[src/design/mdu_pkg.sv]
// Constants and types shared by the multiplier/divider design
package mdu_pkg;

  // ************************************************************
  // Register addresses on the internal bus
  // ************************************************************
  localparam logic [15:0] MDU_ADDR_REM = 16'hFF60;
  localparam logic [15:0] MDU_ADDR_A_LOW = 16'hFF62;
  localparam logic [15:0] MDU_ADDR_A_HIGH = 16'hFF64;
  localparam logic [15:0] MDU_ADDR_B = 16'hFF66;
  localparam logic [15:0] MDU_ADDR_CTRL = 16'hFF68;

  // ************************************************************
  // Control register fields and reset values
  // ************************************************************
  localparam int MDU_CTRL_START_BIT = 7;
  localparam int MDU_CTRL_MODE_BIT = 0;
  localparam logic [7:0] MDU_CTRL_RESET = 8'h00;
  localparam logic [15:0] MDU_DATA_RESET = 16'h0000;
  localparam logic MDU_MODE_DIV = 1'b0;
  localparam logic MDU_MODE_MUL = 1'b1;

  // ************************************************************
  // Cycle counts of an operation
  // ************************************************************
  localparam logic [5:0] MDU_MUL_CYCLES = 6'h10;
  localparam logic [5:0] MDU_DIV_CYCLES = 6'h20;
  localparam logic [5:0] MDU_CNT_RESET = 6'h00;

  // ************************************************************
  // Bus access and sequencer state types
  // ************************************************************
  typedef enum logic [1:0] {
    MDU_SIZE_BYTE = 2'b00,
    MDU_SIZE_WORD = 2'b01,
    MDU_SIZE_BIT = 2'b10
  } mdu_size_t;

  typedef struct packed {
    logic [15:0] addr;
    logic [15:0] wdata;
    mdu_size_t size;
    logic [2:0] bit_sel;
    logic wr;
    logic rd;
  } mdu_bus_req_t;

  typedef enum logic [1:0] {
    MDU_ST_IDLE = 2'b00,
    MDU_ST_RUN = 2'b01
  } mdu_state_t;

endpackage : mdu_pkg

[src/design/mdu_step.sv]
// One iteration of shift-and-add multiply or restoring divide
`timescale 1ns/10ps
module mdu_step
(
  // Mode
  input wire logic mode_mul,
  // Current datapath state
  input wire logic [31:0] a_in,
  input wire logic [15:0] rem_in,
  input wire logic [15:0] b_in,
  // Next datapath state
  output logic [31:0] a_out,
  output logic [15:0] rem_out
);

  localparam logic [15:0] MDU_ZERO16 = mdu_pkg::MDU_DATA_RESET;

  // ************************************************************
  // Multiply step
  // ************************************************************
  wire logic [16:0] mul_sum;
  wire logic [16:0] mul_add;
  wire logic [31:0] mul_a;

  // Add B into the high half when the low multiplier bit is set
  assign mul_add = a_in[0] ? {1'b0, b_in} : 17'h00000;
  assign mul_sum = {1'b0, a_in[31:16]} + mul_add;
  // Shift the carry, sum and remaining multiplier bits right
  assign mul_a = {mul_sum, a_in[15:1]};

  // ************************************************************
  // Divide step
  // ************************************************************
  wire logic [16:0] div_trial;
  wire logic [16:0] div_diff;
  wire logic div_fits;
  wire logic [15:0] div_rem;
  wire logic [31:0] div_a;

  // Bring the next dividend bit into the partial remainder
  assign div_trial = {rem_in, a_in[31]};
  assign div_diff = div_trial - {1'b0, b_in};
  assign div_fits = (div_trial >= {1'b0, b_in});
  // Restore on a miss, keep the difference on a hit
  assign div_rem = div_fits ? div_diff[15:0] : div_trial[15:0];
  assign div_a = {a_in[30:0], div_fits};

  // ************************************************************
  // Mode selection
  // ************************************************************
  assign a_out = mode_mul ? mul_a : div_a;
  assign rem_out = mode_mul ? MDU_ZERO16 : div_rem;

endmodule : mdu_step

[src/design/mdu_core.sv]
// Multiplier/divider with its memory-mapped registers
`timescale 1ns/10ps
module mdu_core
(
  // Clock and reset
  input wire logic clk,
  input wire logic rst_b,
  // Register access from the processor
  input wire mdu_pkg::mdu_bus_req_t bus_req,
  output logic [15:0] bus_rdata_reg,
  // Completion request and status
  output logic op_done_irq,
  output logic op_busy
);

  // ************************************************************
  // Register storage
  // ************************************************************
  logic [15:0] operand_a_high_reg;
  logic [15:0] operand_a_low_reg;
  logic [15:0] operand_b_reg;
  logic [15:0] remainder_result_reg;
  logic op_start_reg;
  logic op_mode_select_reg;
  logic [5:0] count_reg;
  logic op_done_irq_reg;
  mdu_pkg::mdu_state_t state_reg;

  logic [15:0] operand_a_high_next;
  logic [15:0] operand_a_low_next;
  logic [15:0] operand_b_next;
  logic [15:0] remainder_result_next;
  logic op_start_next;
  logic op_mode_select_next;
  logic [5:0] count_next;
  logic op_done_irq_next;
  mdu_pkg::mdu_state_t state_next;
  logic [15:0] bus_rdata_next;

  // ************************************************************
  // Address decode
  // ************************************************************
  wire logic [15:0] word_addr;
  wire logic byte_hi;
  wire logic hit_rem;
  wire logic hit_a_low;
  wire logic hit_a_high;
  wire logic hit_b;
  wire logic hit_ctrl;

  // Word registers sit on even addresses, odd address is the high byte
  assign word_addr = {bus_req.addr[15:1], 1'b0};
  assign byte_hi = bus_req.addr[0] && (bus_req.size == mdu_pkg::MDU_SIZE_BYTE);
  assign hit_rem = (word_addr == mdu_pkg::MDU_ADDR_REM);
  assign hit_a_low = (word_addr == mdu_pkg::MDU_ADDR_A_LOW);
  assign hit_a_high = (word_addr == mdu_pkg::MDU_ADDR_A_HIGH);
  assign hit_b = (word_addr == mdu_pkg::MDU_ADDR_B);
  // Control is a byte register with a single address
  assign hit_ctrl = (bus_req.addr == mdu_pkg::MDU_ADDR_CTRL);

  // ************************************************************
  // Write strobes
  // ************************************************************
  wire logic data_access;
  wire logic ctrl_access;
  wire logic wr_a_low;
  wire logic wr_a_high;
  wire logic wr_b;
  wire logic wr_ctrl;

  // A and B registers take byte or word writes only; the remainder takes no writes
  assign data_access = (bus_req.size == mdu_pkg::MDU_SIZE_BYTE) ||
                       (bus_req.size == mdu_pkg::MDU_SIZE_WORD);
  // Control takes bit or byte writes only
  assign ctrl_access = (bus_req.size == mdu_pkg::MDU_SIZE_BYTE) ||
                       (bus_req.size == mdu_pkg::MDU_SIZE_BIT);
  assign wr_a_low = bus_req.wr && hit_a_low && data_access;
  assign wr_a_high = bus_req.wr && hit_a_high && data_access;
  assign wr_b = bus_req.wr && hit_b && data_access;
  assign wr_ctrl = bus_req.wr && hit_ctrl && ctrl_access;

  // ************************************************************
  // Byte or word merge for data registers
  // ************************************************************
  function automatic logic [15:0] mdu_merge(input logic [15:0] old_val,
                                            input logic [15:0] wdata,
                                            input logic is_word,
                                            input logic high_byte);
    logic [15:0] result;
    result = old_val;
    if (is_word)
    begin
      result = wdata;
    end
    else if (high_byte)
    begin
      result[15:8] = wdata[7:0];
    end
    else
    begin
      result[7:0] = wdata[7:0];
    end
    return result;
  endfunction : mdu_merge

  wire logic is_word;
  wire logic [15:0] a_low_wr_val;
  wire logic [15:0] a_high_wr_val;
  wire logic [15:0] b_wr_val;

  // Values that a software write would store
  assign is_word = (bus_req.size == mdu_pkg::MDU_SIZE_WORD);
  assign a_low_wr_val = mdu_merge(operand_a_low_reg, bus_req.wdata, is_word, byte_hi);
  assign a_high_wr_val = mdu_merge(operand_a_high_reg, bus_req.wdata, is_word, byte_hi);
  assign b_wr_val = mdu_merge(operand_b_reg, bus_req.wdata, is_word, byte_hi);

  // ************************************************************
  // Control register write decode
  // ************************************************************
  wire logic [7:0] ctrl_now;
  wire logic [7:0] ctrl_bit_mask;
  wire logic [7:0] ctrl_wr_val;
  wire logic ctrl_start_wr;
  wire logic ctrl_mode_wr;

  // Current control byte; unused bits always read zero
  assign ctrl_now = {op_start_reg, 6'h00, op_mode_select_reg};
  // A bit write touches one bit, a byte write all of them
  assign ctrl_bit_mask = 8'h01 << bus_req.bit_sel;
  assign ctrl_wr_val = (bus_req.size == mdu_pkg::MDU_SIZE_BIT) ?
                       (bus_req.wdata[0] ? (ctrl_now | ctrl_bit_mask)
                                         : (ctrl_now & ~ctrl_bit_mask))
                       : bus_req.wdata[7:0];
  assign ctrl_start_wr = ctrl_wr_val[mdu_pkg::MDU_CTRL_START_BIT];
  assign ctrl_mode_wr = ctrl_wr_val[mdu_pkg::MDU_CTRL_MODE_BIT];

  // ************************************************************
  // Sequencing events
  // ************************************************************
  wire logic running;
  wire logic start_op;
  wire logic last_step;
  wire logic abort_op;
  wire logic mode_mul_new;

  assign running = (state_reg == mdu_pkg::MDU_ST_RUN);
  // Setting the start bit from idle launches an operation
  assign start_op = wr_ctrl && ctrl_start_wr && !running;
  // Final step is taken when one step remains
  assign last_step = running && (count_reg == 6'h01);
  // Clearing the start bit mid-run stops it, unless it is the last step
  assign abort_op = running && wr_ctrl && !ctrl_start_wr && !last_step;
  // Mode taken for the operation being started
  assign mode_mul_new = ctrl_mode_wr;

  // ************************************************************
  // Arithmetic step
  // ************************************************************
  wire logic [31:0] step_a;
  wire logic [15:0] step_rem;

  // One iteration per clock while running
  mdu_step u_step
  (
    .mode_mul(op_mode_select_reg),
    .a_in({operand_a_high_reg, operand_a_low_reg}),
    .rem_in(remainder_result_reg),
    .b_in(operand_b_reg),
    .a_out(step_a),
    .rem_out(step_rem)
  );

  // ************************************************************
  // State and counter next values
  // ************************************************************
  always_comb
  begin
    state_next = state_reg;
    count_next = count_reg;
    op_start_next = op_start_reg;
    op_done_irq_next = 1'b0;
    unique case (state_reg)
      mdu_pkg::MDU_ST_IDLE:
      begin
        if (start_op)
        begin
          state_next = mdu_pkg::MDU_ST_RUN;
          op_start_next = 1'b1;
          // Sixteen steps for multiply, thirty-two for divide
          count_next = (mode_mul_new == mdu_pkg::MDU_MODE_MUL) ?
                       mdu_pkg::MDU_MUL_CYCLES : mdu_pkg::MDU_DIV_CYCLES;
        end
      end
      mdu_pkg::MDU_ST_RUN:
      begin
        if (last_step)
        begin
          // Self-clear and one completion pulse together
          state_next = mdu_pkg::MDU_ST_IDLE;
          op_start_next = 1'b0;
          op_done_irq_next = 1'b1;
          count_next = mdu_pkg::MDU_CNT_RESET;
        end
        else if (abort_op)
        begin
          // Abandoned run gives no completion pulse
          state_next = mdu_pkg::MDU_ST_IDLE;
          op_start_next = 1'b0;
          count_next = mdu_pkg::MDU_CNT_RESET;
        end
        else
        begin
          count_next = count_reg - 6'h01;
        end
      end
    endcase
  end

  // ************************************************************
  // Mode bit next value
  // ************************************************************
  always_comb
  begin
    op_mode_select_next = op_mode_select_reg;
    // Bit 0 picks divide (0) or multiply (1)
    if (wr_ctrl)
    begin
      op_mode_select_next = ctrl_mode_wr;
    end
  end

  // ************************************************************
  // Datapath register next values
  // ************************************************************
  always_comb
  begin
    operand_a_high_next = operand_a_high_reg;
    operand_a_low_next = operand_a_low_reg;
    operand_b_next = operand_b_reg;
    remainder_result_next = remainder_result_reg;
    if (running)
    begin
      // Intermediate values are visible while the steps run
      operand_a_high_next = step_a[31:16];
      operand_a_low_next = step_a[15:0];
      remainder_result_next = step_rem;
      if (wr_b)
      begin
        operand_b_next = b_wr_val;
      end
    end
    else
    begin
      if (wr_a_low)
      begin
        operand_a_low_next = a_low_wr_val;
      end
      if (wr_a_high)
      begin
        operand_a_high_next = a_high_wr_val;
      end
      if (wr_b)
      begin
        operand_b_next = b_wr_val;
      end
      if (start_op)
      begin
        // Fresh operation begins with an empty remainder
        remainder_result_next = mdu_pkg::MDU_DATA_RESET;
        if (mode_mul_new == mdu_pkg::MDU_MODE_MUL)
        begin
          // Multiply starts with a cleared high half
          operand_a_high_next = mdu_pkg::MDU_DATA_RESET;
        end
      end
    end
  end

  // ************************************************************
  // Read data selection
  // ************************************************************
  wire logic [15:0] rd_word;
  wire logic [15:0] rd_sized;

  // Unmapped addresses read as zero
  assign rd_word = hit_ctrl ? {8'h00, ctrl_now} :
                   hit_rem ? remainder_result_reg :
                   hit_a_low ? operand_a_low_reg :
                   hit_a_high ? operand_a_high_reg :
                   hit_b ? operand_b_reg : 16'h0000;
  // Byte reads return the addressed byte in the low lane
  assign rd_sized = (bus_req.size == mdu_pkg::MDU_SIZE_WORD) ? rd_word :
                    (hit_ctrl ? {8'h00, ctrl_now} :
                     (byte_hi ? {8'h00, rd_word[15:8]} : {8'h00, rd_word[7:0]}));

  always_comb
  begin
    bus_rdata_next = bus_rdata_reg;
    if (bus_req.rd)
    begin
      bus_rdata_next = rd_sized;
    end
  end

  // ************************************************************
  // Sequencer registers
  // ************************************************************
  always_ff @(posedge clk or negedge rst_b)
  begin
    if (!rst_b)
    begin
      state_reg <= mdu_pkg::MDU_ST_IDLE;
      count_reg <= mdu_pkg::MDU_CNT_RESET;
      op_start_reg <= mdu_pkg::MDU_CTRL_RESET[mdu_pkg::MDU_CTRL_START_BIT];
      op_mode_select_reg <= mdu_pkg::MDU_CTRL_RESET[mdu_pkg::MDU_CTRL_MODE_BIT];
      op_done_irq_reg <= 1'b0;
    end
    else
    begin
      state_reg <= state_next;
      count_reg <= count_next;
      op_start_reg <= op_start_next;
      op_mode_select_reg <= op_mode_select_next;
      op_done_irq_reg <= op_done_irq_next;
    end
  end

  // ************************************************************
  // Data registers
  // ************************************************************
  always_ff @(posedge clk or negedge rst_b)
  begin
    if (!rst_b)
    begin
      operand_a_high_reg <= mdu_pkg::MDU_DATA_RESET;
      operand_a_low_reg <= mdu_pkg::MDU_DATA_RESET;
      operand_b_reg <= mdu_pkg::MDU_DATA_RESET;
      remainder_result_reg <= mdu_pkg::MDU_DATA_RESET;
    end
    else
    begin
      operand_a_high_reg <= operand_a_high_next;
      operand_a_low_reg <= operand_a_low_next;
      operand_b_reg <= operand_b_next;
      remainder_result_reg <= remainder_result_next;
    end
  end

  // ************************************************************
  // Read data register
  // ************************************************************
  always_ff @(posedge clk or negedge rst_b)
  begin
    if (!rst_b)
    begin
      bus_rdata_reg <= mdu_pkg::MDU_DATA_RESET;
    end
    else
    begin
      bus_rdata_reg <= bus_rdata_next;
    end
  end

  // ************************************************************
  // Outputs
  // ************************************************************
  assign op_done_irq = op_done_irq_reg;
  assign op_busy = op_start_reg;

endmodule : mdu_core

[config.mk]
export PLATFORM = sky130hd
export DESIGN_NAME = mdu_core
export DESIGN_NICKNAME = d
export VERILOG_FILES = /design/src/design/mdu_pkg.sv /design/src/design/mdu_step.sv /design/src/design/mdu_core.sv
export SDC_FILE = /design/constraint.sdc
export NUM_CORES = 1
export LEC_CHECK = 0
export ABC_CLOCK_PERIOD_IN_PS = 7300
export CORE_AREA = 2 2 89 177
export DETAILED_ROUTE_END_ITERATION = 6
export DIE_AREA = 0 0 91 179
export DONT_BUFFER_PORTS = 1
export GPL_TIMING_DRIVEN = 0
export SLEW_MARGIN = 20
export SYNTH_ARGS = -nofsm -noshare
export SYNTH_HDL_FRONTEND = slang
export SYNTH_SLANG_ARGS = --single-unit
[constraint.sdc]
create_clock -name clk -period 7.3 [get_ports clk]
set_input_delay 1.46 -clock clk [delete_from_list [all_inputs] [get_ports clk]]
set_output_delay 1.46 -clock clk [all_outputs]
set_load 0.005 [all_outputs]
Word level (Yosys, flattened, before mapping)
Cells that the tools add are included.
{"block": "word_totals", "regBits": 91, "inputBits": 41, "elab_cells": 107}
{"block": "classes", "addsub": 3, "n_lt_le_gt_ge": 1, "n_eq_ne": 13, "shifts": 1, "muxes": 43, "n_bitwise": 3, "reduce_logical": 31}
{"cell": "two-way mux 16 bit", "count": 19}
{"cell": "two-way mux 8 bit", "count": 8}
{"cell": "== test 15 bit (second input constant)", "count": 4}
{"cell": "two-way mux 32 bit", "count": 1}
{"cell": "two-way mux 6 bit", "count": 4}
{"cell": "adder 16 x 17 -> 17 bit", "count": 1}
{"cell": ">= comparator 17 x 16 -> 1 bit", "count": 1}
{"cell": "== test 16 bit (second input constant)", "count": 1}
{"cell": "subtractor 16 bit", "count": 1}
{"cell": "logical AND 1 bit", "count": 15}
{"cell": "case mux 6 bit (2 select lines)", "count": 1}
{"cell": "AND reduction 2 bit", "count": 5}
{"cell": "AND 8 bit", "count": 1}
{"cell": "NOT 8 bit", "count": 1}
{"cell": "bitwise OR 8 bit", "count": 1}
{"cell": "left shift 1 x 3 -> 8 bit (first input constant)", "count": 1}
{"cell": "== test 6 x 1 -> 1 bit (second input constant)", "count": 1}
{"cell": "two-way mux 2 bit", "count": 3}
{"cell": "inequality test 3 x 1 -> 1 bit (second input constant)", "count": 2}
{"cell": "nonzero test 2 bit", "count": 3}
{"cell": "subtractor 6 x 1 -> 6 bit (second input constant)", "count": 1}
{"cell": "two-way mux 1 bit", "count": 5}
{"cell": "== test 2 x 1 -> 1 bit (second input constant)", "count": 2}
{"cell": "logical NOT 2 bit", "count": 2}
{"cell": "8 further kinds", "count": 11}

Longest topological paths before layout
{"block": "depth", "ltp_word": 11, "ltp_mapped": 12}

Hierarchy
Synthesis repeated with hierarchy kept, for this count alone.
{"block": "hier_totals", "cells_unflattened": 775, "hier_area_um2": 6944.2}
{"mod": "mdu_core", "n_inst": 1, "cells_per_inst": 449, "area_each_um2": 4621.9, "seq_area_each_um2": 2227.1}
{"mod": "mdu_step", "n_inst": 1, "cells_per_inst": 326, "area_each_um2": 2322.2, "seq_area_each_um2": 0.0}

Least setup slack after synthesis
OpenSTA, ideal clock, no wires.
{"block": "synth_timing", "path_kind": "input -> register", "start": "in bus_req[24] (netlist bit)", "end": "reg operand_a_high_reg[10]", "setup_time_ps": 126, "arrival_ps": 2965, "setup_slack_ps": 4208, "stages": 7, "path_buffers": 0, "path_cell_list": "or4b_1 -> nor4_2 -> nand3_2 -> nor2b_4 -> a21o_4 -> nor4_1 -> a221o_1"}
{"block": "synth_between", "elab_chain_cells": 7}
{"item": "start: declaration", "line_no": "mdu_core.sv:9", "rtl": "input wire mdu_pkg::mdu_bus_req_t bus_req,"}
{"item": "== test 15 bit or == test 16 bit (tied branches)", "line_no": "mdu_core.sv:56, mdu_core.sv:59"}
{"item": "logical AND 1 bit (on tied branches) (2 in series)", "line_no": "mdu_core.sv:78, mdu_core.sv:80"}
{"item": "two-way mux 16 bit or logical AND 1 bit (tied branches)", "line_no": "mdu_core.sv:258, mdu_core.sv:148"}
{"item": "two-way mux 16 bit or logical AND 1 bit (tied branches)", "line_no": "mdu_core.sv:270, mdu_core.sv:148"}
{"item": "two-way mux 16 bit *", "line_no": "mdu_core.sv:266", "rtl": "if (start_op)"}
{"item": "two-way mux 16 bit *", "line_no": "mdu_core.sv:241", "rtl": "if (running)"}
{"item": "via operand_a_high_next[10]", "line_no": "mdu_core.sv:29", "rtl": "logic [15:0] operand_a_high_next;"}
{"item": "end signal: assignment", "line_no": "mdu_core.sv:335", "rtl": "operand_a_high_reg <= mdu_pkg::MDU_DATA_RESET;"}
{"item": "end signal: assignment", "line_no": "mdu_core.sv:342", "rtl": "operand_a_high_reg <= operand_a_high_next;"}
{"item": "end: declaration", "line_no": "mdu_core.sv:19", "rtl": "logic [15:0] operand_a_high_reg;"}
Mark *: on every way through the listed nets, which the timed path passes. The rest lies on a longest branch.
A chain may end at the register's enable or synchronous reset.

Worst setup path in the final report
{"block": "layout_timing", "start": "reg operand_a_low_reg[0]", "end": "reg operand_a_high_reg[13]"}
{"block": "layout_between", "elab_chain_cells": 4}
{"item": "start: declaration", "line_no": "mdu_core.sv:20", "rtl": "logic [15:0] operand_a_low_reg;"}
{"item": "start signal: assignment", "line_no": "mdu_core.sv:336", "rtl": "operand_a_low_reg <= mdu_pkg::MDU_DATA_RESET;"}
{"item": "start signal: assignment", "line_no": "mdu_core.sv:343", "rtl": "operand_a_low_reg <= operand_a_low_next;"}
{"item": "two-way mux 16 bit", "line_no": "mdu_step.sv:26", "rtl": "assign mul_add = a_in[0] ? {1'b0, b_in} : 17'h00000;"}
{"item": "adder 16 x 17 -> 17 bit", "line_no": "mdu_step.sv:27", "rtl": "assign mul_sum = {1'b0, a_in[31:16]} + mul_add;"}
{"item": "two-way mux 32 bit", "line_no": "mdu_step.sv:51", "rtl": "assign a_out = mode_mul ? mul_a : div_a;"}
{"item": "two-way mux 16 bit", "line_no": "mdu_core.sv:241"}
{"item": "via operand_a_high_next[13]", "line_no": "mdu_core.sv:29"}
The timed path passes the listed nets, and every way through them passes these cells.

==> results.md <==
* Highest routing layer actually used: met4
* H-tree depth at 3
* Number of cells upsized or downsized after cts at 0
* Crit. End Element: register
* Clock skew at 0.00758 ns
* Clk Tree Root Cell: clkbuf_16
* Proportion of synthesized chip area in sequential cells at 0.335
* Count of yosys warnings during synthesis at 0
* Antenna violations before repair at 0
* Yosys top cell area share at 0.335
* CTS Buf Count at 9
* Achievable clock frequency at around 300 MHz
* Number of max-cap violations at 0
* Synth top area cells: dfrtp_1 34%, mux2i_1 6.6%, ha_1 6.4%, o21ai_0 6.2%, nand2_1 5.5%
* WHS at ~0.5 ns
* Critical path class: reg2reg
* Vias in the first global route at ~6000
* Relative slew margins at 0.386
* Arrival time of the worst setup path at around 3.6 ns
* HPWL after DPL at ~17 mm
* Worst Path Max Fanout at 10
* Share of flip-flops with an asynchronous set or reset at 1.00
* Metal1 wirelength at ~8.4 mm
* Clock transition at path regs at 0.07 ns
* Detailed-route DRC error count at 0
* Iter 0 DRT Violations at approximately 600
* Leading area contributor after synthesis: dfrtp_1
* IR drop worst, VDD at 0.195 mV
* Number of fill cells at 1536
* Count of nets after finishing at between 800 and 900
* Synthesis-to-layout area growth at 7.80%
* Critical Path Source Type: register
* CORE AREA at between 15000 and 20000 µm²
* Die extent in y at 179 µm
* Detail Route Antenna Nets at 0
* Met2 Routed Length at around 11 mm
* Power Density at 340 nW/µm²
* Cells after synthesis at between 700 and 800
* DIE WIDTH at 91 µm
* Number of port buffers at 0
* Synthesized cell area at between 6000 and 7000 µm²
* Source-to-sink clock delay at the later pin of the worst-skew pair at 0.35 ns
* Row Count at 64
* Number of diodes added for antenna fixing at 0
* Avg WL per Cell at 22.2 µm
* Number of synthesized flops with an enable pin at 0
* Wire length of the first global-routing pass at 34.0 mm
* Number of primary I/O pins at 59
* RSZ-0062 raised after global routing: no
* Pin slew with the least headroom to its limit at 0.918 ns
* Vias per inst at 6.17
* Static leakage power at 3.19 nW
* First-pass iteration count of the detailed router at 7
* Max-slew violation count at 0
* Metal3 WL at ~1.4 mm
* Number of buffers inserted to repair setup after CTS at 0
* Number of failing hold endpoints at the final stage at 0
* # setup viols final at 0
* Avg Synthesized Cell Area at 8.56 µm²
* WP data required at 7.54 ns
* Post-synth net total at 853
* Initial Utilization at 0.441
* Via count of the routed design at approximately 6000
* Die Outline Area at 16300 µm²
* Clock period minus worst slack at 3.34 ns
* Outcome: finished, final reports clean
* Clock tree from TritonCTS: done
* Distinct cell type count after synthesis at 73
* Routability congestion estimate at roughly 0.97
* Setup TNS Final at 0 ns
* Cts hold-fix bufs at 0
* Top_reg_cell synth: dfrtp_1
* Num Clock Sinks at 89
* Flip-flop and latch count after synthesis at 89
* Largest net degree at the start of global routing at 90
* Leftover overflow at the end of global routing at 0
* Period utilisation layout at 0.458
* Fraction of layout cells with a size suffix above 1 at 0.0772
* GRT Util Overall at 0.276
* Post-Route WL at 22.0 mm
* Deepest clock path buffer count at 2
* Type of the tightest min-delay check: reg2reg
## synthesized netlist by cell type (all sizes together), types with 3 or more instances
master and n:
a21o 10, nand2b 8, nand4 4, o22ai 12
ha 34, o221ai 4, inv 46, nand2 99
a222oi 11, o21bai 3, dfrtp 89, or3 3
o31ai 4, a21oi 38, mux2 11, o211ai 8
buf 12, nor3 14, a32oi 7, mux2i 44
and2 19, and3 7, nand3 17, mux4 4
nor4 10, a31oi 12, o21ai 87, nor2 55
nor2b 5, o21a 5, clkbuf 25, xor2 7
xnor2 16, a211oi 6, a221o 4, a31o 3
nor3b 3
## area by class of cell
class / instances / area, µm² / share of cell area
well taps: 198 / 248 / 0.0346
multi-input cells: 603 / 4080 / 0.569
plain buffers: 37 / 165 / 0.0231
clock inverters: 4 / 31.3 / 0.00437
inverters: 47 / 176 / 0.0246
clock buffers: 10 / 239 / 0.0334
flip-flops and latches: 89 / 2230 / 0.311
## per-layer routing
layer,track usage,up-vias
li1,-,2850
met1,0.320,2911
met2,0.471,257
met3,0.0454,77
met4,0.177,0
met5,0,-
## per-stage QoR
step | cells | worst slack, ns | instance area [µm²] | total power, mW | utilization
4_1_cts | 988 | 3.95 | 7160 | 2.43 | 0.476
3_5_place_dp | 974 | 3.82 | 6890 | 1.99 | 0.458
3_3_place_gp | 974 | 3.86 | 6890 | 1.96 | 0.458
6_report | 988 | 3.96 | 7160 | 2.43 | 0.476
2_1_floorplan | 776 | 4.21 | 6640 | 1.65 | -
5_1_grt | 988 | 3.74 | 7160 | 2.61 | 0.476
## where the power goes
part	switching (mW)	internal (mW)	total, mW
Clock	0.200	0.237	0.437
Sequential	0.218	0.639	0.857
Combinational	0.660	0.481	1.14
Total	1.08	1.36	2.43
## worst max-delay path: stages (launching register included)
cell	delay [ns]
dfrtp_1	0.49
clkbuf_1	0.24
and2_1	0.19
ha_1	0.22
fa_1	0.41
a21oi_1	0.21
nand4b_1	0.17
a31oi_1	0.10
or2_2	0.27
clkbuf_1	0.18
a31o_2	0.28
xor2_1	0.14
a221o_1	0.34
## path summary, 6_finish.rpt
check	start	to	slack [ns]	depth (start not counted)
setup / recovery	operand_a_low_reg[0]	operand_a_high_reg[13]	3.96	12
hold / removal	count_reg[1]	count_reg[1]	0.51	2
setup reg to reg	operand_a_low_reg[0]	operand_a_high_reg[13]	3.96	12
hold reg to reg	count_reg[1]	count_reg[1]	0.51	2
max in group asynchronous	rst_b	operand_a_low_reg[5]	6.23	0
min in group asynchronous	rst_b	operand_a_high_reg[15]	0.80	0
## cell usage in the layout, fill, tap and decap left out, types with 13 or more instances in the layout
master    instances
nor2_1           55
a21oi_1          38
mux2i_1          44
nand2_1          98
nand3_1          16
nor3_1           13
inv_1            46
ha_1             34
xnor2_1          16
dfrtp_1          89
and2_1           19
clkbuf_1         25
o21ai_0          82
## logic make-up after synthesis
kind of cell             count (synthesis)  share of synthesized area
AND/OR/NAND/NOR                        256                      0.193
AO/OA/AOI/OAI                          229                      0.222
flip-flops                              89                      0.335
buffers and inverters                   84                     0.0514
multiplexers                            59                     0.0985
adder cells (fa/ha/maj)                 36                     0.0701
XOR/XNOR                                23                     0.0303
(Power assumes the default switching activity.)
